[config.mk]
export PLATFORM = sky130hd
export DESIGN_NAME = pce_port_cfg
export DESIGN_NICKNAME = d
export VERILOG_FILES = /design/src/pce_pkg.sv /design/src/pce_port_cfg.sv /design/src/pce_edge_det.sv
export SDC_FILE = /design/constraint.sdc
export NUM_CORES = 1
export LEC_CHECK = 0
export BUFFER_PORTS_ARGS = -buffer_cell sky130_fd_sc_hd__buf_4
export CORE_AREA = 2 2 111 113
export DETAILED_ROUTE_END_ITERATION = 6
export DIE_AREA = 0 0 113 115
export PLACE_DENSITY = 0.7
export SKIP_LAST_GASP = 1
export SLEW_MARGIN = 10
export SYNTH_ARGS = -nofsm -noshare
export SYNTH_HDL_FRONTEND = slang
export SYNTH_SLANG_ARGS = --single-unit
[constraint.sdc]
create_clock -name ref_clk -period 1.39 [get_ports ref_clk]
set_clock_uncertainty 0.05 [all_clocks]
set_input_delay 0.278 -clock ref_clk [delete_from_list [all_inputs] [get_ports ref_clk]]
set_output_delay 0.278 -clock ref_clk [all_outputs]
set_load 0.02 [all_outputs]
[src/pce_pkg.sv]
// package: register map, field positions and types for the port configuration block
package pce_pkg;
  // ---------------------------------------------------------------
  // register addresses
  // ---------------------------------------------------------------
  localparam logic [3:0] ADDR_PORT_CONFIG = 4'h0;
  localparam logic [3:0] ADDR_PORT3_MODE  = 4'h1;
  localparam logic [3:0] ADDR_P2_DIR      = 4'h2;
  localparam logic [3:0] ADDR_P2_OUT      = 4'h3;
  localparam logic [3:0] ADDR_P2_IN       = 4'h4;
  localparam logic [3:0] ADDR_P3_OUT      = 4'h5;
  localparam logic [3:0] ADDR_P3_IN       = 4'h6;
  localparam logic [3:0] ADDR_IRQ_PEND    = 4'h7;
  localparam logic [3:0] ADDR_EDGE_SEL    = 4'h8;
  localparam logic [3:0] ADDR_BUS_CTRL    = 4'h9;
  localparam logic [3:0] ADDR_P1_DIR      = 4'hA;
  // ---------------------------------------------------------------
  // port_config fields
  // ---------------------------------------------------------------
  localparam int CFG_CMP_OUT   = 0;
  localparam int CFG_P1_PP     = 1;
  localparam int CFG_P0_PP     = 2;
  localparam int CFG_P0_STD    = 3;
  localparam int CFG_P1_STD    = 4;
  localparam int CFG_P2_STD    = 5;
  localparam int CFG_P3_STD    = 6;
  localparam int CFG_OSC_STD   = 7;
  localparam logic [7:0] PORT_CONFIG_RST = 8'hFE;
  // ---------------------------------------------------------------
  // port3_mode_reg fields and other resets
  // ---------------------------------------------------------------
  localparam int P3M_P2_OD      = 0;
  localparam int P3M_ANALOG     = 1;
  localparam int P3M_HSK_EN     = 2;
  localparam logic [7:0] PORT3_MODE_RST = 8'h00;
  localparam logic [7:0] P2_DIR_RST     = 8'hFF;
  localparam logic [7:0] P1_DIR_RST     = 8'hFF;
  localparam logic [3:0] EDGE_SEL_RST   = 4'h0;
  // ---------------------------------------------------------------
  // edge modes and vectors
  // ---------------------------------------------------------------
  typedef enum logic [1:0] {
    PCE_EDGE_FALL, PCE_EDGE_RISE, PCE_EDGE_BOTH, PCE_EDGE_BOTH2
  } pce_edge_e;
  localparam logic [3:0] VEC_IRQ0 = 4'h0;
  localparam logic [3:0] VEC_IRQ1 = 4'h2;
  localparam logic [3:0] VEC_IRQ2 = 4'h4;
  localparam logic [3:0] VEC_IRQ3 = 4'h6;
  localparam logic [3:0] VEC_IRQ4 = 4'h8;
  localparam logic [3:0] VEC_IRQ5 = 4'hA;
  localparam int NUM_IRQ = 6;
  // ---------------------------------------------------------------
  // bus carrier
  // ---------------------------------------------------------------
  typedef struct packed {
    logic [3:0] addr;
    logic [7:0] wdata;
    logic       wr;
    logic       rd;
  } pce_req_s;
endpackage : pce_pkg

[src/pce_port_cfg.sv]
// module: port configuration register, port 2/3 control and port 3 edge interrupts
// What this block does
// port 2 is eight bidirectional lines, direction set per bit, inputs Schmitt buffered
// port 2 output lines switch together between push-pull and open-drain
// port 2 resets to all inputs; optional handshake control
// port 1, port 0, strobes and read/write can float for bus sharing
// in ROM mode port 1 is input right after reset
// port 3 mode bit 1 enables analog compare of bits 1,2 against bit 3
// port 3 bits 0 and 3 interrupt on falling edge only
// port 3 bits 1 and 2 interrupt on falling, rising or both edges
// timer one takes input from port 3 bit 1, drives port 3 bit 6
// port 3 carries handshake lines for ports 0, 1 and 2
// six interrupt sources map to fixed vector pairs 0 through 11
// software waits two instruction times before reading comparator after mode change
// software clears interrupt requests 3 to 0 after enabling analog mode
// config bit 0 routes comparator outputs to port 3 bits 4 and 7
// config bit 1 selects port 1 open-drain when 0, push-pull when 1
// config bit 2 selects port 0 open-drain when 0, push-pull when 1
// config bits 3 to 6 select low-EMI buffers per port when 0
// config bit 7 selects standard or low-noise oscillator drive
// with the emulator software keeps config bit 4 at 1
// reset loads every config bit with its default
// low-noise oscillator drive only allowed at or below 2 MHz system clock
//
// Added by the designer: the address map and the address-and-strobe port.
`timescale 1ns/10ps
`default_nettype none
module pce_port_cfg (
  input  wire logic                 ref_clk,
  input  wire logic                 reset_n,
  input  wire pce_pkg::pce_req_s    bus_req,
  output logic [7:0]                rdata,
  input  wire logic                 rom_mode,
  input  wire logic [7:0]           p2_in,
  output logic [7:0]                p2_out,
  output logic [7:0]                p2_oe,
  input  wire logic [7:0]           p3_in,
  output logic [7:0]                p3_out,
  output logic [7:0]                p3_oe,
  input  wire logic                 cmp1_result,
  input  wire logic                 cmp2_result,
  output logic                      analog_en,
  input  wire logic                 timer1_out,
  output logic                      timer1_in,
  input  wire logic                 data_available_0,
  input  wire logic                 data_available_2,
  input  wire logic                 counter_zero,
  input  wire logic                 counter_one,
  input  wire logic [2:0]           hsk_out,
  output logic [2:0]                hsk_in,
  output logic [5:0]                irq_req,
  output logic                      irq_valid,
  output logic [3:0]                irq_vector,
  output logic [7:0]                p1_dir,
  output logic                      bus_float,
  output logic                      p0_push_pull,
  output logic                      p1_push_pull,
  output logic [3:0]                port_std_buf,
  output logic                      osc_std_drive,
  output logic                      osc_limit_err,
  input  wire logic                 sclk_above_2mhz
);
  // ---------------------------------------------------------------
  // registers
  // ---------------------------------------------------------------
  logic [7:0] port_config_reg;
  logic [7:0] port3_mode_reg;
  logic [7:0] p2_dir;
  logic [7:0] p2_data;
  logic [7:0] p3_data;
  logic [3:0] edge_sel;
  logic [5:0] irq_pend;
  logic [5:0] irq_event;
  logic [5:0] next_irq_pend;
  logic       bus_float_reg;
  logic [7:0] next_rdata;
  logic [7:0] p3_lines;
  logic       hit0;
  logic       hit1;
  logic       hit2;
  logic       hit3;
  logic [3:0] next_vector;
  logic       wr;

  assign wr = bus_req.wr;

  always_ff @(posedge ref_clk or negedge reset_n) begin
    if (!reset_n) begin
      port_config_reg <= pce_pkg::PORT_CONFIG_RST;
    end else if (wr && bus_req.addr == pce_pkg::ADDR_PORT_CONFIG) begin
      port_config_reg <= bus_req.wdata;
    end
  end

  always_ff @(posedge ref_clk or negedge reset_n) begin
    if (!reset_n) begin
      port3_mode_reg <= pce_pkg::PORT3_MODE_RST;
      edge_sel       <= pce_pkg::EDGE_SEL_RST;
      bus_float_reg  <= 1'b0;
    end else if (wr) begin
      if (bus_req.addr == pce_pkg::ADDR_PORT3_MODE) begin
        port3_mode_reg <= bus_req.wdata;
      end else if (bus_req.addr == pce_pkg::ADDR_EDGE_SEL) begin
        edge_sel <= bus_req.wdata[3:0];
      end else if (bus_req.addr == pce_pkg::ADDR_BUS_CTRL) begin
        bus_float_reg <= bus_req.wdata[0];
      end
    end
  end

  // ---------------------------------------------------------------
  // port 1 direction, port 2 direction and data, port 3 data
  // ---------------------------------------------------------------
  always_ff @(posedge ref_clk or negedge reset_n) begin
    if (!reset_n) begin
      p2_dir  <= pce_pkg::P2_DIR_RST;
      p2_data <= 8'h00;
      p3_data <= 8'h00;
      p1_dir  <= pce_pkg::P1_DIR_RST;
    end else if (wr) begin
      if (bus_req.addr == pce_pkg::ADDR_P2_DIR) begin
        p2_dir <= bus_req.wdata;
      end else if (bus_req.addr == pce_pkg::ADDR_P2_OUT) begin
        p2_data <= bus_req.wdata;
      end else if (bus_req.addr == pce_pkg::ADDR_P3_OUT) begin
        p3_data <= bus_req.wdata;
      end else if (bus_req.addr == pce_pkg::ADDR_P1_DIR && !rom_mode) begin
        p1_dir <= bus_req.wdata;
      end
    end
  end

  // direction bit 1 means input; open-drain drives only the low level
  always_ff @(posedge ref_clk or negedge reset_n) begin
    if (!reset_n) begin
      p2_out <= 8'h00;
      p2_oe  <= 8'h00;
    end else begin
      p2_out <= p2_data;
      for (int i = 0; i < 8; i++) begin
        if (port3_mode_reg[pce_pkg::P3M_P2_OD]) begin
          p2_oe[i] <= ~p2_dir[i] & ~p2_data[i] & ~bus_float_reg;
        end else begin
          p2_oe[i] <= ~p2_dir[i] & ~bus_float_reg;
        end
      end
    end
  end

  // ---------------------------------------------------------------
  // port 3 special functions
  // ---------------------------------------------------------------
  // lines 4..7 are outputs, 0..3 inputs; 4 and 7 may carry comparators
  always_ff @(posedge ref_clk or negedge reset_n) begin
    if (!reset_n) begin
      p3_out <= 8'h00;
      p3_oe  <= 8'h00;
    end else begin
      p3_oe  <= 8'hF0;
      p3_out <= {4'h0, p3_data[3:0]};
      p3_out[5] <= port3_mode_reg[pce_pkg::P3M_HSK_EN] ? hsk_out[1] : p3_data[5];
      p3_out[6] <= timer1_out;
      if (port_config_reg[pce_pkg::CFG_CMP_OUT]) begin
        p3_out[4] <= cmp1_result;
        p3_out[7] <= cmp2_result;
      end else begin
        p3_out[4] <= port3_mode_reg[pce_pkg::P3M_HSK_EN] ? hsk_out[0] : p3_data[4];
        p3_out[7] <= port3_mode_reg[pce_pkg::P3M_HSK_EN] ? hsk_out[2] : p3_data[7];
      end
    end
  end

  always_ff @(posedge ref_clk or negedge reset_n) begin
    if (!reset_n) begin
      p3_lines  <= 8'hFF;
      timer1_in <= 1'b0;
      hsk_in    <= 3'h0;
      analog_en <= 1'b0;
    end else begin
      p3_lines  <= p3_in;
      timer1_in <= p3_lines[1];
      hsk_in    <= {p3_lines[2], p3_lines[1], p3_lines[0]};
      analog_en <= port3_mode_reg[pce_pkg::P3M_ANALOG];
    end
  end

  // in analog mode bits 1 and 2 follow comparator results; bits 0/3 fall only
  pce_edge_det u_edge0 (.ref_clk(ref_clk), .reset_n(reset_n), .pin(p3_lines[0]),
    .mode(2'h0), .hit(hit0));
  pce_edge_det u_edge3 (.ref_clk(ref_clk), .reset_n(reset_n), .pin(p3_lines[3]),
    .mode(2'h0), .hit(hit3));
  pce_edge_det u_edge1 (.ref_clk(ref_clk), .reset_n(reset_n),
    .pin(analog_en ? cmp1_result : p3_lines[1]), .mode(edge_sel[1:0]), .hit(hit1));
  pce_edge_det u_edge2 (.ref_clk(ref_clk), .reset_n(reset_n),
    .pin(analog_en ? cmp2_result : p3_lines[2]), .mode(edge_sel[3:2]), .hit(hit2));

  // ---------------------------------------------------------------
  // interrupt requests and vectors
  // ---------------------------------------------------------------
  always_comb begin
    irq_event = {counter_one, counter_zero, hit0, hit1, hit3, hit2 | data_available_0};
    irq_event[2] = hit1 | data_available_2;
    next_irq_pend = irq_pend;
    if (wr && bus_req.addr == pce_pkg::ADDR_IRQ_PEND) begin
      next_irq_pend = irq_pend & ~bus_req.wdata[5:0];
    end
    next_irq_pend = next_irq_pend | irq_event; // set wins over clear
  end

  always_ff @(posedge ref_clk or negedge reset_n) begin
    if (!reset_n) begin
      irq_pend <= 6'h00;
    end else begin
      irq_pend <= next_irq_pend;
    end
  end

  always_comb begin
    next_vector = pce_pkg::VEC_IRQ0;
    if (next_irq_pend[0]) begin
      next_vector = pce_pkg::VEC_IRQ0;
    end else if (next_irq_pend[1]) begin
      next_vector = pce_pkg::VEC_IRQ1;
    end else if (next_irq_pend[2]) begin
      next_vector = pce_pkg::VEC_IRQ2;
    end else if (next_irq_pend[3]) begin
      next_vector = pce_pkg::VEC_IRQ3;
    end else if (next_irq_pend[4]) begin
      next_vector = pce_pkg::VEC_IRQ4;
    end else if (next_irq_pend[5]) begin
      next_vector = pce_pkg::VEC_IRQ5;
    end
  end

  always_ff @(posedge ref_clk or negedge reset_n) begin
    if (!reset_n) begin
      irq_req    <= 6'h00;
      irq_valid  <= 1'b0;
      irq_vector <= pce_pkg::VEC_IRQ0;
    end else begin
      irq_req    <= next_irq_pend;
      irq_valid  <= |next_irq_pend;
      irq_vector <= next_vector;
    end
  end

  // ---------------------------------------------------------------
  // configuration outputs
  // ---------------------------------------------------------------
  always_ff @(posedge ref_clk or negedge reset_n) begin
    if (!reset_n) begin
      bus_float     <= 1'b0;
      p0_push_pull  <= 1'b1;
      p1_push_pull  <= 1'b1;
      port_std_buf  <= 4'hF;
      osc_std_drive <= 1'b1;
      osc_limit_err <= 1'b0;
    end else begin
      bus_float     <= bus_float_reg;
      p1_push_pull  <= port_config_reg[pce_pkg::CFG_P1_PP];
      p0_push_pull  <= port_config_reg[pce_pkg::CFG_P0_PP];
      port_std_buf  <= port_config_reg[pce_pkg::CFG_P3_STD:pce_pkg::CFG_P0_STD];
      osc_std_drive <= port_config_reg[pce_pkg::CFG_OSC_STD];
      // flag only; the block cannot change the clock rate itself
      osc_limit_err <= sclk_above_2mhz & ~port_config_reg[pce_pkg::CFG_OSC_STD];
    end
  end

  // ---------------------------------------------------------------
  // read path
  // ---------------------------------------------------------------
  always_comb begin
    next_rdata = 8'h00;
    if (bus_req.addr == pce_pkg::ADDR_PORT_CONFIG) begin
      next_rdata = port_config_reg;
    end else if (bus_req.addr == pce_pkg::ADDR_PORT3_MODE) begin
      next_rdata = port3_mode_reg;
    end else if (bus_req.addr == pce_pkg::ADDR_P2_DIR) begin
      next_rdata = p2_dir;
    end else if (bus_req.addr == pce_pkg::ADDR_P2_OUT) begin
      next_rdata = p2_data;
    end else if (bus_req.addr == pce_pkg::ADDR_P2_IN) begin
      next_rdata = p2_in;
    end else if (bus_req.addr == pce_pkg::ADDR_P3_OUT) begin
      next_rdata = p3_data;
    end else if (bus_req.addr == pce_pkg::ADDR_P3_IN) begin
      next_rdata = port3_mode_reg[pce_pkg::P3M_ANALOG] ?
        {p3_lines[7:3], cmp2_result, cmp1_result, p3_lines[0]} : p3_lines;
    end else if (bus_req.addr == pce_pkg::ADDR_IRQ_PEND) begin
      next_rdata = {2'h0, irq_pend};
    end else if (bus_req.addr == pce_pkg::ADDR_EDGE_SEL) begin
      next_rdata = {4'h0, edge_sel};
    end else if (bus_req.addr == pce_pkg::ADDR_BUS_CTRL) begin
      next_rdata = {7'h00, bus_float_reg};
    end else if (bus_req.addr == pce_pkg::ADDR_P1_DIR) begin
      next_rdata = p1_dir;
    end
  end

  always_ff @(posedge ref_clk or negedge reset_n) begin
    if (!reset_n) begin
      rdata <= 8'h00;
    end else if (bus_req.rd) begin
      rdata <= next_rdata;
    end else begin
      rdata <= 8'h00;
    end
  end
endmodule : pce_port_cfg
`default_nettype wire

[src/pce_edge_det.sv]
// module: one edge detector with selectable edge polarity
`timescale 1ns/10ps
`default_nettype none
module pce_edge_det (
  input  wire logic       ref_clk,
  input  wire logic       reset_n,
  input  wire logic       pin,
  input  wire logic [1:0] mode,
  output logic            hit
);
  logic prev;

  always_ff @(posedge ref_clk or negedge reset_n) begin
    if (!reset_n) begin
      prev <= 1'b1;
      hit  <= 1'b0;
    end else begin
      prev <= pin;
      case (pce_pkg::pce_edge_e'(mode))
        pce_pkg::PCE_EDGE_FALL: hit <= prev & ~pin;
        pce_pkg::PCE_EDGE_RISE: hit <= ~prev & pin;
        default:                hit <= prev ^ pin;
      endcase
    end
  end
endmodule : pce_edge_det
`default_nettype wire

### Yosys cells after proc, flatten, opt, wreduce, memory -nomap -nowiden

Cells that the tools add are included.

| cells by class | value |
|---|---|
| reduce and logical (&&, ||, !) cells | 15 |
| equality and inequality tests | 12 |
| divide/modulo/power cells | 0 |
| magnitude comparators | 0 |
| $add $sub $neg | 0 |
| shift operators | 0 |
| multiplexer cells | 37 |
| multipliers | 0 |
| bitwise logic cells | 67 |

Operators with widths:

| cell | number |
|---|---|
| $mux 8 | 12 |
| $and 1x1->1 | 31 |
| $not 1->1 | 29 |
| $mux 4 | 6 |
| $eq 4x3->1 const B | 4 |
| $mux 1 | 15 |
| $eq 4x4->1 const B | 3 |
| $eq 4x2->1 const B | 2 |
| $reduce_and 4->1 | 2 |
| $and 6x6->6 | 1 |
| $mux 6 | 1 |
| $not 6->6 | 1 |
| $or 6x6->6 | 1 |
| $reduce_and 3->1 | 2 |
| $reduce_or 6->1 | 1 |
| $reduce_and 5->1 | 1 |
| $eq 2x1->1 const B | 2 |
| $eq 4x1->1 const B | 1 |
| $logic_not 2->1 | 2 |
| $logic_not 4->1 | 1 |
| $pmux 1 s2 | 2 |
| $reduce_and 2->1 | 2 |
| $logic_and 1x1->1 | 3 |
| $mux 3 | 1 |
| other kinds (3) | 5 |

| word-level totals | value |
|---|---|
| memories | 0 |
| bits in writable memories | 0 |
| bits in latches | 0 |
| memory bits (read-only) | 0 |
| flip-flop bits (word level) | 127 |
| word-level logic and storage cells | 165 |
| input port bits | 44 |

### Logic depth before layout (Yosys ltp)

Gate-level depths: netlist (run 1).

| depth | value |
|---|---|
| depth after elaboration | 13 |
| depth in mapped cells | 7 |

### Cells and area by module

From an unflattened synthesis (run 1), not the netlist that was laid out.

| second synthesis, totals | value |
|---|---|
| cells, all modules | 407 |
| area total of the unflattened synthesis | 5422.7 um^2 |

Modules (own cells, without submodules):

| module | cells each | seq. area each (um^2) | area an instance (um^2) | times used |
|---|---|---|---|---|
| pce_port_cfg | 375 | 2975.4 | 5007.3 | 1 |
| pce_edge_det | 8 | 51.3 | 103.8 | 4 |

### Worst setup path before layout (run 1)

Ideal clock, no wire load.

| timing | value |
|---|---|
| path kind | in2reg |
| from | in bus_req[12] in the netlist's numbering |
| to | reg irq_valid |
| path slack | -0.387 ns |
| setup time | 0.131 ns |
| arrival time | 1.596 ns |
| buffers on the path | 2 |
| stages on the path | 7 |
| data required time | 1.209 ns |
| cells stage by stage | buf_2 -> and4b_1 -> buf_4 -> nand3_1 -> a211oi_2 -> nand4b_4 -> or3_1 |

| on the way | value |
|---|---|
| cells in the longest elaborated chain, start to end | 5 |

RTL lines:

| what | RTL line | RTL |
|---|---|---|
| start, declared | pce_port_cfg.sv:31 | `input wire pce_pkg::pce_req_s bus_req,` |
| $eq 4x3->1 | pce_port_cfg.sv:204 | `if (wr && bus_req.addr == pce_pkg::ADDR_IRQ_PEND) begin` |
| $logic_and 1x1->1 | pce_port_cfg.sv:204 |  |
| $mux 6 | pce_port_cfg.sv:204 |  |
| $or 6x6->6 | pce_port_cfg.sv:207 | `next_irq_pend = next_irq_pend \| irq_event;` |
| $reduce_or 6->1 | pce_port_cfg.sv:242 | `irq_valid <= \|next_irq_pend;` |
| end signal, assigned | pce_port_cfg.sv:242 |  |
| end, declared | pce_port_cfg.sv:52 | `output logic irq_valid,` |

Every way passes these cells.
A chain may end at the register's enable or synchronous reset.

==> flow_summary.json, run 1 <==
{
  "drv_cap": 0,
  "p_leak_nw": 3.52,
  "combPwrFrac_pct": 21.1,
  "die_area_mm2": 0.0130,
  "overflow": 0,
  "drt-initial-drc-count": 227,
  "rows": 40,
  "synth_top_cell_by_area": "dfrtp_1",
  "track_usage_pct": 23.6,
  "fin_hold_ws_ps": 54.6,
  "rr_endpoint": "irq_valid",
  "cts.clk_slew.worst_paths_ps": 50,
  "p_per_area_mw_per_mm2": 1570,
  "port_buffers": 111,
  "syn_avg_cell_area_um2": 12.8,
  "min_from": "sclk_above_2mhz",
  "area_growth_pct": 48.2,
  "gp_congestion": 0.947,
  "place_hpwl_um": 10200,
  "internal_power_w": 0.00890,
  "power_frac_clock_pct": 37.8,
  "crit_slowest_cell": "dfrtp_1",
  "syn_inst": 408,
  "hold_path_depth": 2,
  "synth.most_common_cell": "dfrtp_1",
  "cts_root_buf": "clkbuf_16",
  "stdcell_area_mm2": 0.00774,
  "cts.sinks": 125,
  "nets": 653,
  "synth_seq_cells": 125,
  "wl_um": 14700,
  "cp.arrival_ps": 1720,
  "cts_made_buffers": 17,
  "postRouteAntennaNets": 0,
  "reg2reg_from": "irq_req[0]",
  "synth-async-reset-ratio_pct": 100,
  "hold_class": "primary input to flip-flop",
  "first_global_vias": 4187,
  "worstSetupStartpointType": "flip-flop",
  "power_switching_w": 0.00322,
  "hold_viol_final": 0,
  "die_w_um": 113,
  "setup_viol": 15,
  "reg2reg_depth": 3,
  "clk_latency_ps": 410,
  "clockBufferDepth": 2,
  "cts_htree_levels": 4,
  "synth_cell_types": 46,
  "cpPeakStageDelay_ps": 410,
  "antenna_cells": 0,
  "via_per_inst": 5.34,
  "r2r_slack_ps": -100,
  "grt_pass1_wl_um": 23000,
  "dieHeight_um": 115,
  "power_frac_seq_pct": 41.1,
  "antenna_found_initial": 0,
  "yosys.area.top_type_share_pct": 39.8,
  "post_drt_wl_per_cell_um": 19.3,
  "ys_top_cells_by_count": "dfrtp_1 (83), mux2_2 (57), dfstp_2 (42)",
  "dr_total_vias": 4088,
  "drc": 9,
  "finalCritPeriodShare_pct": 107,
  "drtPass1Iterations": 7,
  "fillerInstances": 872,
  "min_to": "osc_limit_err",
  "ys_warn_count": 0,
  "rsz0062_at_grt": "yes",
  "core_mm2": 0.0118,
  "period_needed_ps": 1490,
  "maxSlewViolCount": 0,
  "cp.required_ps": 1620,
  "drive_above_1_share_pct": 57.4,
  "placed_cell_area_mm2": 0.00671,
  "crit_fanout": 2,
  "grt_max_degree": 86,
  "p_sw_share_pct": 26.6,
  "syn-cell-area_mm2": 0.00522,
  "synth.area.top_cells": "dfrtp_1 (40%), dfstp_2 (21%), mux2_2 (12%)",
  "synth_edf_count": 0,
  "violations": "DRC, setup timing",
  "cts_tree": "yes",
  "setup_ws_ps": -102,
  "start_util_pct": 44.2,
  "yosys_most_used_dff": "dfrtp_1",
  "vdd_ir_drop_max_mv": 0.842,
  "fmax_mhz": 670,
  "timing_worst_setup_path_type": "flip-flop to flip-flop",
  "boundaryPins": 117,
  "status": "finished, violations left",
  "yosysSeqAreaShare_pct": 60.9,
  "crit_chain": "a211o_1 -> nand4b_4 -> or3_1",
  "worstSetupEndpointType": "flip-flop"
}
-- worst max-delay path by stage --
stage / from / endpoint / slack, ps / depth (start not counted)
6_report: irq_req[0] / irq_valid / -100 / 3
5_1_grt: irq_req[0] / irq_valid / -140 / 3
4_1_cts: bus_req[13] / irq_valid / -80 / 6
3_5_place_dp: bus_req[13] / irq_valid / -590 / 6
3_3_place_gp: bus_req[13] / irq_valid / -480 / 6
2_1_floorplan: bus_req[11] / irq_valid / -320 / 7
-- routing by layer --
metal / track usage [%] / up-vias / share of wire [%]
met5: 0 / - / 0
met1: 31.0 / 2049 / 41
met3: 5.22 / 32 / 6.3
li1: - / 1833 / -
met2: 38.3 / 174 / 50
met4: 10.0 / 0 / 3.0
-- power groups by stage --
| stage | Clock [W] | Combinational (W) | Sequential [W] |
|---|---|---|---|
| 2_1_floorplan | 0 | 0.000842 | 0.00526 |
| 3_3_place_gp | 0 | 0.00226 | 0.00496 |
| 3_5_place_dp | 0 | 0.00229 | 0.00499 |
| 4_1_cts | 0.00464 | 0.00250 | 0.00496 |
| 5_1_grt | 0.00482 | 0.00272 | 0.00507 |
| 6_report | 0.00458 | 0.00256 | 0.00498 |
-- kinds of logic after synthesis --
| kind of cell | count (synthesis) | synth area share [%] |
|---|---|---|
| adders and majority gates | 4 | 0.958 |
| buffers and inverters | 41 | 3.88 |
| and+or+nand+nor | 79 | 8.05 |
| DFF | 125 | 60.9 |
| other | 2 | 0.144 |
| muxes | 77 | 16.4 |
| AOI/OAI and AO/OA | 80 | 9.70 |
-- metrics by stage --
stage / setup WS [ps] / std cells / util [%] / setup TNS [ps] / power, W
6_report: -102 / 765 / 65.5 / -455 / 0.0121
5_1_grt: -137 / 765 / 65.5 / -1080 / 0.0126
3_5_place_dp: -586 / 710 / 56.8 / -20280 / 0.00727
4_1_cts: -75.8 / 761 / 64.4 / -705 / 0.0121
2_1_floorplan: -319 / 412 / - / -8780 / 0.00610
3_3_place_gp: -484 / 710 / 56.8 / -19310 / 0.00722
-- area by class of cell --
class                   instances  area [um2]  share of cell area [%]
flip-flops and latches        125        3180                    41.1
multi-input cells             246        2030                    26.2
repair buffers                204        1690                    21.9
clock buffers                  25         475                    6.14
well taps                     147         184                    2.38
clock inverters                 7         135                    1.75
inverters                      11        41.3                   0.533
-- worst max-delay path, delay by kind of cell, from the launching register on --
family	cells	cell delay, ps
simple gates	2	560
flops	1	410
compound gates	1	330
-- cells in the final DEF (no fill, tap or decap), types with 3 or more instances in the layout --
cell / synthesis / routed
conb_1: 2 / 6
nand2_1: 21 / 20
inv_1: 11 / 9
ha_2: 0 / 3
clkinv_2: 0 / 3
a22oi_1: 4 / 4
nor2b_4: 0 / 3
nand3_2: 0 / 3
o21ai_1: 0 / 3
nor2_1: 10 / 8
a21oi_1: 21 / 18
buf_4: 11 / 165
buf_6: 0 / 26
o21ai_0: 19 / 16
a21oi_2: 0 / 3
a211oi_1: 13 / 9
nand3_1: 19 / 15
buf_12: 0 / 3
nor2b_1: 13 / 9
nand3b_1: 3 / 3
bufinv_16: 0 / 4
o22ai_1: 6 / 5
dfstp_2: 42 / 42
dfrtp_1: 83 / 81
a211oi_2: 1 / 4
clkbuf_1: 10 / 6
clkbuf_16: 0 / 17
mux2i_1: 19 / 17
mux2_2: 57 / 56
dlygate4sd3_1: 0 / 10
-- repair_timing --
action / CTS / global route
hold buffers: 10 / 0
gates cloned: 0 / 0
endpoints found under the setup margin: 24 / 45
resized for setup: 32 / 28
buffers inserted: 9 / 4
hold endpoints to repair: 92 / 0
pin swaps: 11 / 8
Note: power is estimated with default switching activity, not from simulation.
==> run 2, diff against run 1 <==
--- a/config.mk
+++ b/config.mk
@@ -9,9 +9,11 @@
 export CORE_AREA = 2 2 111 113
 export DETAILED_ROUTE_END_ITERATION = 6
 export DIE_AREA = 0 0 113 115
-export PLACE_DENSITY = 0.7
+export HOLD_SLACK_MARGIN = 0.02
+export PLACE_DENSITY = 0.67
 export SKIP_LAST_GASP = 1
 export SLEW_MARGIN = 10
 export SYNTH_ARGS = -nofsm -noshare
 export SYNTH_HDL_FRONTEND = slang
 export SYNTH_SLANG_ARGS = --single-unit
+export TNS_END_PERCENT = 10
==> constraint.sdc (replaced) <==
create_clock -name ref_clk -period 1.4 [get_ports ref_clk]
set_clock_uncertainty 0.05 [all_clocks]
set_input_delay 0.28 -clock ref_clk [delete_from_list [all_inputs] [get_ports ref_clk]]
set_output_delay 0.28 -clock ref_clk [all_outputs]
set_load 0.02 [all_outputs]
==> flow_summary.json, run 2 (same netlist as run 1, synthesis figures left out) <==
{
  "nets": 641,
  "clockBufferDepth": 2,
  "die_area_mm2": 0.0130,
  "cts.clk_slew.worst_paths_ps": 60,
  "critPathCapture": "irq_valid",
  "hold_viol_final": 0,
  "p_per_area_mw_per_mm2": 1560,
  "antenna_cells": 0,
  "dr_total_vias": 4024,
  "crit_fanout": 2,
  "crit_slowest_cell": "or3_1",
  "drtPass1Iterations": 6,
  "fin_util_pct": 63.0,
  "finalCritPeriodShare_pct": 106,
  "port_buffers": 111,
  "fin_hold_ws_ps": 58.1,
  "period_needed_ps": 1480,
  "grt_max_degree": 59,
  "r2r_slack_ps": -60,
  "start_util_pct": 44.2,
  "drc": 8,
  "worstSetupEndpointType": "flip-flop",
  "drv_cap": 0,
  "clk_latency_ps": 420,
  "first_global_vias": 4122,
  "die_w_um": 113,
  "fmax_mhz": 674,
  "reg2reg_depth": 5,
  "total_power_w": 0.0116,
  "cts.sinks": 125,
  "cp_num_cells": 7,
  "place_hpwl_um": 10300,
  "worstSetupStartpointType": "primary input",
  "antenna_found_initial": 0,
  "tns_ps": -1330,
  "rr_endpoint": "u_edge1.hit",
  "vdd_ir_drop_max_mv": 0.638,
  "rows": 40,
  "maxSlewViolCount": 0,
  "stdcell_area_mm2": 0.00744,
  "cp-startpoint": "bus_req[13]",
  "cts_made_buffers": 17,
  "p_leak_nw": 3.41,
  "cts_root_buf": "clkbuf_16",
  "setup_ws_ps": -82.7,
  "postRouteAntennaNets": 0,
  "cpPeakStageDelay_ps": 360,
  "dieHeight_um": 115,
  "cts_htree_levels": 4,
  "violations": "DRC, setup timing",
  "boundaryPins": 117,
  "drive_above_1_share_pct": 54.3,
  "overflow": 0,
  "cts_tree": "yes",
  "path_buf_inv": 2,
  "cp.arrival_ps": 1720,
  "wl_um": 14500,
  "timing_worst_setup_path_type": "primary input to flip-flop",
  "track_usage_pct": 23.2,
  "core_mm2": 0.0118,
  "cp_top_family": "simple AND/OR/NAND/NOR gates",
  "cpMostUsedCell": "buf_4",
  "post_drt_wl_per_cell_um": 19.2,
  "via_per_inst": 5.34,
  "status": "finished, violations left",
  "gp_congestion": 0.872,
  "final_cell_mix": "buf_4 (174), dfrtp_1 (81), mux2_2 (56)",
  "reg2reg_from": "analog_en",
  "drt-initial-drc-count": 209,
  "placed_cell_area_mm2": 0.00665,
  "setup_viol": 31,
  "hold_class": "primary input to flip-flop",
  "rsz0062_at_grt": "yes",
  "cp.required_ps": 1640,
  "crit_chain": "buf_4 -> and4b_2 -> buf_4 -> nand3_2 -> a211o_1 -> nand4b_4 -> or3_1",
  "grt_pass1_wl_um": 22600,
  "area_growth_pct": 42.5,
  "final_common_cell": "buf_4"
}
## run 2: changes by cell type in the layout (fill, tap and decap cells not counted), moves of 3 or more
cell     change
buf_4        +9
buf_6       -21
nor2b_1      +4
nor2b_4      -3
## run 2: timing repair
action / 4_1_cts / 5_1_grt
pin swaps: 2 / 6
hold buffers: 10 / 0
resized for setup: 12 / 7
setup endpoints to repair: 40 / 79
hold endpoints to repair: 38 / 0
buffers inserted: 6 / 1
## run 2: per-layer routing
metal	wire, um	up-vias	track usage, %
met2	7260	156	37.6
met3	871	29	5.17
met5	0	-	0
met1	5970	2019	30.0
li1	-	1820	-
met4	366	0	10.8
## run 2: cell type report
| class | instances | area, um2 |
|---|---|---|
| multi-input combinational | 246 | 1930 |
| sequential | 125 | 3180 |
| fill | 921 | 4370 |
| clock inverter | 6 | 85.1 |
| timing repair buffer | 192 | 1520 |
| inverter | 11 | 41.3 |
| tap | 147 | 184 |
| clock buffer | 26 | 499 |
## run 2: how the worst min path moves through the flow
stage          cells past startpoint   endpoint       start
2_1_floorplan                      0  analog_en     reset_n
3_3_place_gp                       1  p3_out[6]     reset_n
3_5_place_dp                       1  p3_out[6]     reset_n
4_1_cts                            2  p3_out[5]  hsk_out[1]
5_1_grt                            2  p3_out[5]  hsk_out[1]
6_report                           2  p3_out[5]  hsk_out[1]
## run 2: stage by stage
step	cells	setup slack [ps]
6_report	753	-82.7
5_1_grt	753	-137
4_1_cts	752	-81.1
3_5_place_dp	704	-551
3_3_place_gp	704	-497
2_1_floorplan	412	-311
## run 2: where the power goes
| part | leakage (nW) | internal (W) | total, W | switching (W) |
|---|---|---|---|---|
| sequential | 1.45 | 0.00444 | 0.00492 | 0.000474 |
| clock | 0.281 | 0.00280 | 0.00431 | 0.00151 |
| combinational | 1.68 | 0.00118 | 0.00237 | 0.00119 |
| total | 3.41 | 0.00843 | 0.0116 | 0.00317 |
## run 2: worst register-to-register path, stage by stage (launching register included)
cell      delay [ps]
dfrtp_2          410
mux2i_2          290
inv_1            110
ha_2             190
a211oi_2         220
a21oi_2           70
==> run 3, diff against run 2 <==
--- a/config.mk
+++ b/config.mk
@@ -6,12 +6,11 @@
 export NUM_CORES = 1
 export LEC_CHECK = 0
 export BUFFER_PORTS_ARGS = -buffer_cell sky130_fd_sc_hd__buf_4
-export CORE_AREA = 2 2 111 113
+export CORE_AREA = 2 2 102 104
 export DETAILED_ROUTE_END_ITERATION = 6
-export DIE_AREA = 0 0 113 115
+export DIE_AREA = 0 0 104 106
 export HOLD_SLACK_MARGIN = 0.02
-export PLACE_DENSITY = 0.67
-export SKIP_LAST_GASP = 1
+export PLACE_DENSITY = 0.78
 export SLEW_MARGIN = 10
 export SYNTH_ARGS = -nofsm -noshare
 export SYNTH_HDL_FRONTEND = slang
==> flow_summary.json, run 3 (same netlist as run 1, synthesis figures left out) <==
{
  "rows": 37,
  "via_per_inst": 5.66,
  "maxSlewViolCount": 0,
  "p_per_area_mw_per_mm2": 1550,
  "dieHeight_um": 106,
  "rsz0062_at_grt": "yes",
  "clockBufferDepth": 2,
  "finalNonFillerCells": 762,
  "dr_total_vias": 4316,
  "finalCritPeriodShare_pct": 111,
  "crit_chain": "buf_6",
  "drive_above_1_share_pct": 55.6,
  "cts_root_buf": "clkbuf_8",
  "cp_top_family": "flip-flops",
  "hold_path_depth": 3,
  "rr_endpoint": "u_edge2.hit",
  "worstSetupEndpointType": "output port",
  "reg2reg_depth": 5,
  "cpPeakStageDelay_ps": 570,
  "hold_class": "primary input to flip-flop",
  "setup_ws_ps": -158,
  "core_mm2": 0.0100,
  "fmax_mhz": 642,
  "gp_congestion": 0.937,
  "postRouteAntennaNets": 0,
  "cts_htree_levels": 4,
  "dp_slack_ps": -538,
  "cp.arrival_ps": 1230,
  "place_hpwl_um": 10500,
  "status": "finished, violations left",
  "grt_max_degree": 45,
  "setup_viol": 34,
  "placed_cell_area_mm2": 0.00670,
  "drtPass1Iterations": 5,
  "antenna_cells": 0,
  "timing_worst_setup_path_type": "flip-flop to output port",
  "drv_cap": 0,
  "clk_latency_ps": 530,
  "area_growth_pct": 49.6,
  "antenna_found_initial": 0,
  "final_common_cell": "buf_4",
  "grt_pass1_wl_um": 23700,
  "post_drt_wl_per_cell_um": 20.4,
  "period_needed_ps": 1560,
  "path_buf_inv": 1,
  "start_util_pct": 52.2,
  "drc": 0,
  "stdcell_area_mm2": 0.00781,
  "port_buffers": 111,
  "p_leak_nw": 3.55,
  "r2r_slack_ps": -110,
  "final_cell_mix": "buf_4 (147), dfrtp_1 (80), mux2_2 (56)",
  "hold_viol_final": 0,
  "min_to": "p3_out[4]",
  "violations": "setup timing",
  "fin_hold_ws_ps": 30.6,
  "cts_tree": "yes",
  "track_usage_pct": 28.5,
  "first_global_vias": 4345,
  "dp.cells": 702,
  "die_area_mm2": 0.0110,
  "vdd_ir_drop_max_mv": 0.948,
  "wl_um": 15600,
  "crit_fanout": 2,
  "crit_slowest_cell": "dfstp_2",
  "cts_made_buffers": 17,
  "cp.required_ps": 1070,
  "die_w_um": 104,
  "drt-initial-drc-count": 303,
  "worstSetupStartpointType": "flip-flop",
  "overflow": 0,
  "min_from": "hsk_out[0]",
  "nets": 661,
  "cts.clk_slew.worst_paths_ps": 60,
  "cts.sinks": 125,
  "boundaryPins": 117,
  "reg2reg_from": "analog_en",
  "tns_ps": -2710
}
-- run 3: changes by cell type in the layout (fill, tap and decap cells not counted), sizes merged --
cell	delta
buf	+10
bufinv	+1
clkbuf	-3
clkinv	-1
clkinvlp	+3
dlygate4sd3	+10
-- run 3: area by class of cell --
type	instances	area [um2]
Sequential cell	125	3180
Fill cell	597	2190
Multi-Input combinational cell	246	1960
Timing Repair Buffer	212	1840
Clock buffer	23	487
Tap cell	136	170
Clock inverter	9	133
Inverter	11	41.3
-- run 3: stage by stage --
| step | utilization [%] | total power [W] |
|---|---|---|
| after floorplan | - | 0.00605 |
| after global placement | 67.0 | 0.00715 |
| after detailed placement | 67.0 | 0.00722 |
| after CTS | 76.9 | 0.0119 |
| after global routing | 78.1 | 0.0125 |
| final | 78.1 | 0.0121 |
-- run 3: where the power goes --
| part | total (W) | internal, W | switching [W] | leakage, nW |
|---|---|---|---|---|
| Sequential | 0.00497 | 0.00445 | 0.000521 | 1.45 |
| Combinational | 0.00262 | 0.00136 | 0.00126 | 1.82 |
| Clock | 0.00453 | 0.00295 | 0.00159 | 0.289 |
| Total | 0.0121 | 0.00875 | 0.00337 | 3.55 |
-- run 3: what timing repair did --
item                                    4_1_cts  5_1_grt
setup buffers                                 6        2
endpoints found under the setup margin       32       52
pin swaps                                     8        7
gates resized for setup                      33       30
hold buffers                                 20        0
endpoints found under the hold margin       135        0
-- run 3: metal layers --
layer  share of wire (%)  track usage (%)  vias to the layer above  routed length [um]
li1                    -                -                     1863                   -
met1                  39             34.8                     2157                6120
met2                  50             46.9                      237                7750
met3                 7.0             7.23                       59                1090
met4                 3.9             14.9                        0                 603
met5                   0                0                        -                   0
-- run 3: worst max-delay path by stage --
stage                           start   endpoint  slack [ps]  depth (start not counted)
after floorplan           bus_req[11]  irq_valid        -310                          7
after global placement    bus_req[13]  irq_valid        -480                          7
after detailed placement  bus_req[13]  irq_valid        -540                          7
after CTS                   p1_dir[3]  p1_dir[3]        -150                          1
after global routing        p1_dir[3]  p1_dir[3]        -170                          1
final                       p1_dir[0]  p1_dir[0]        -160                          1
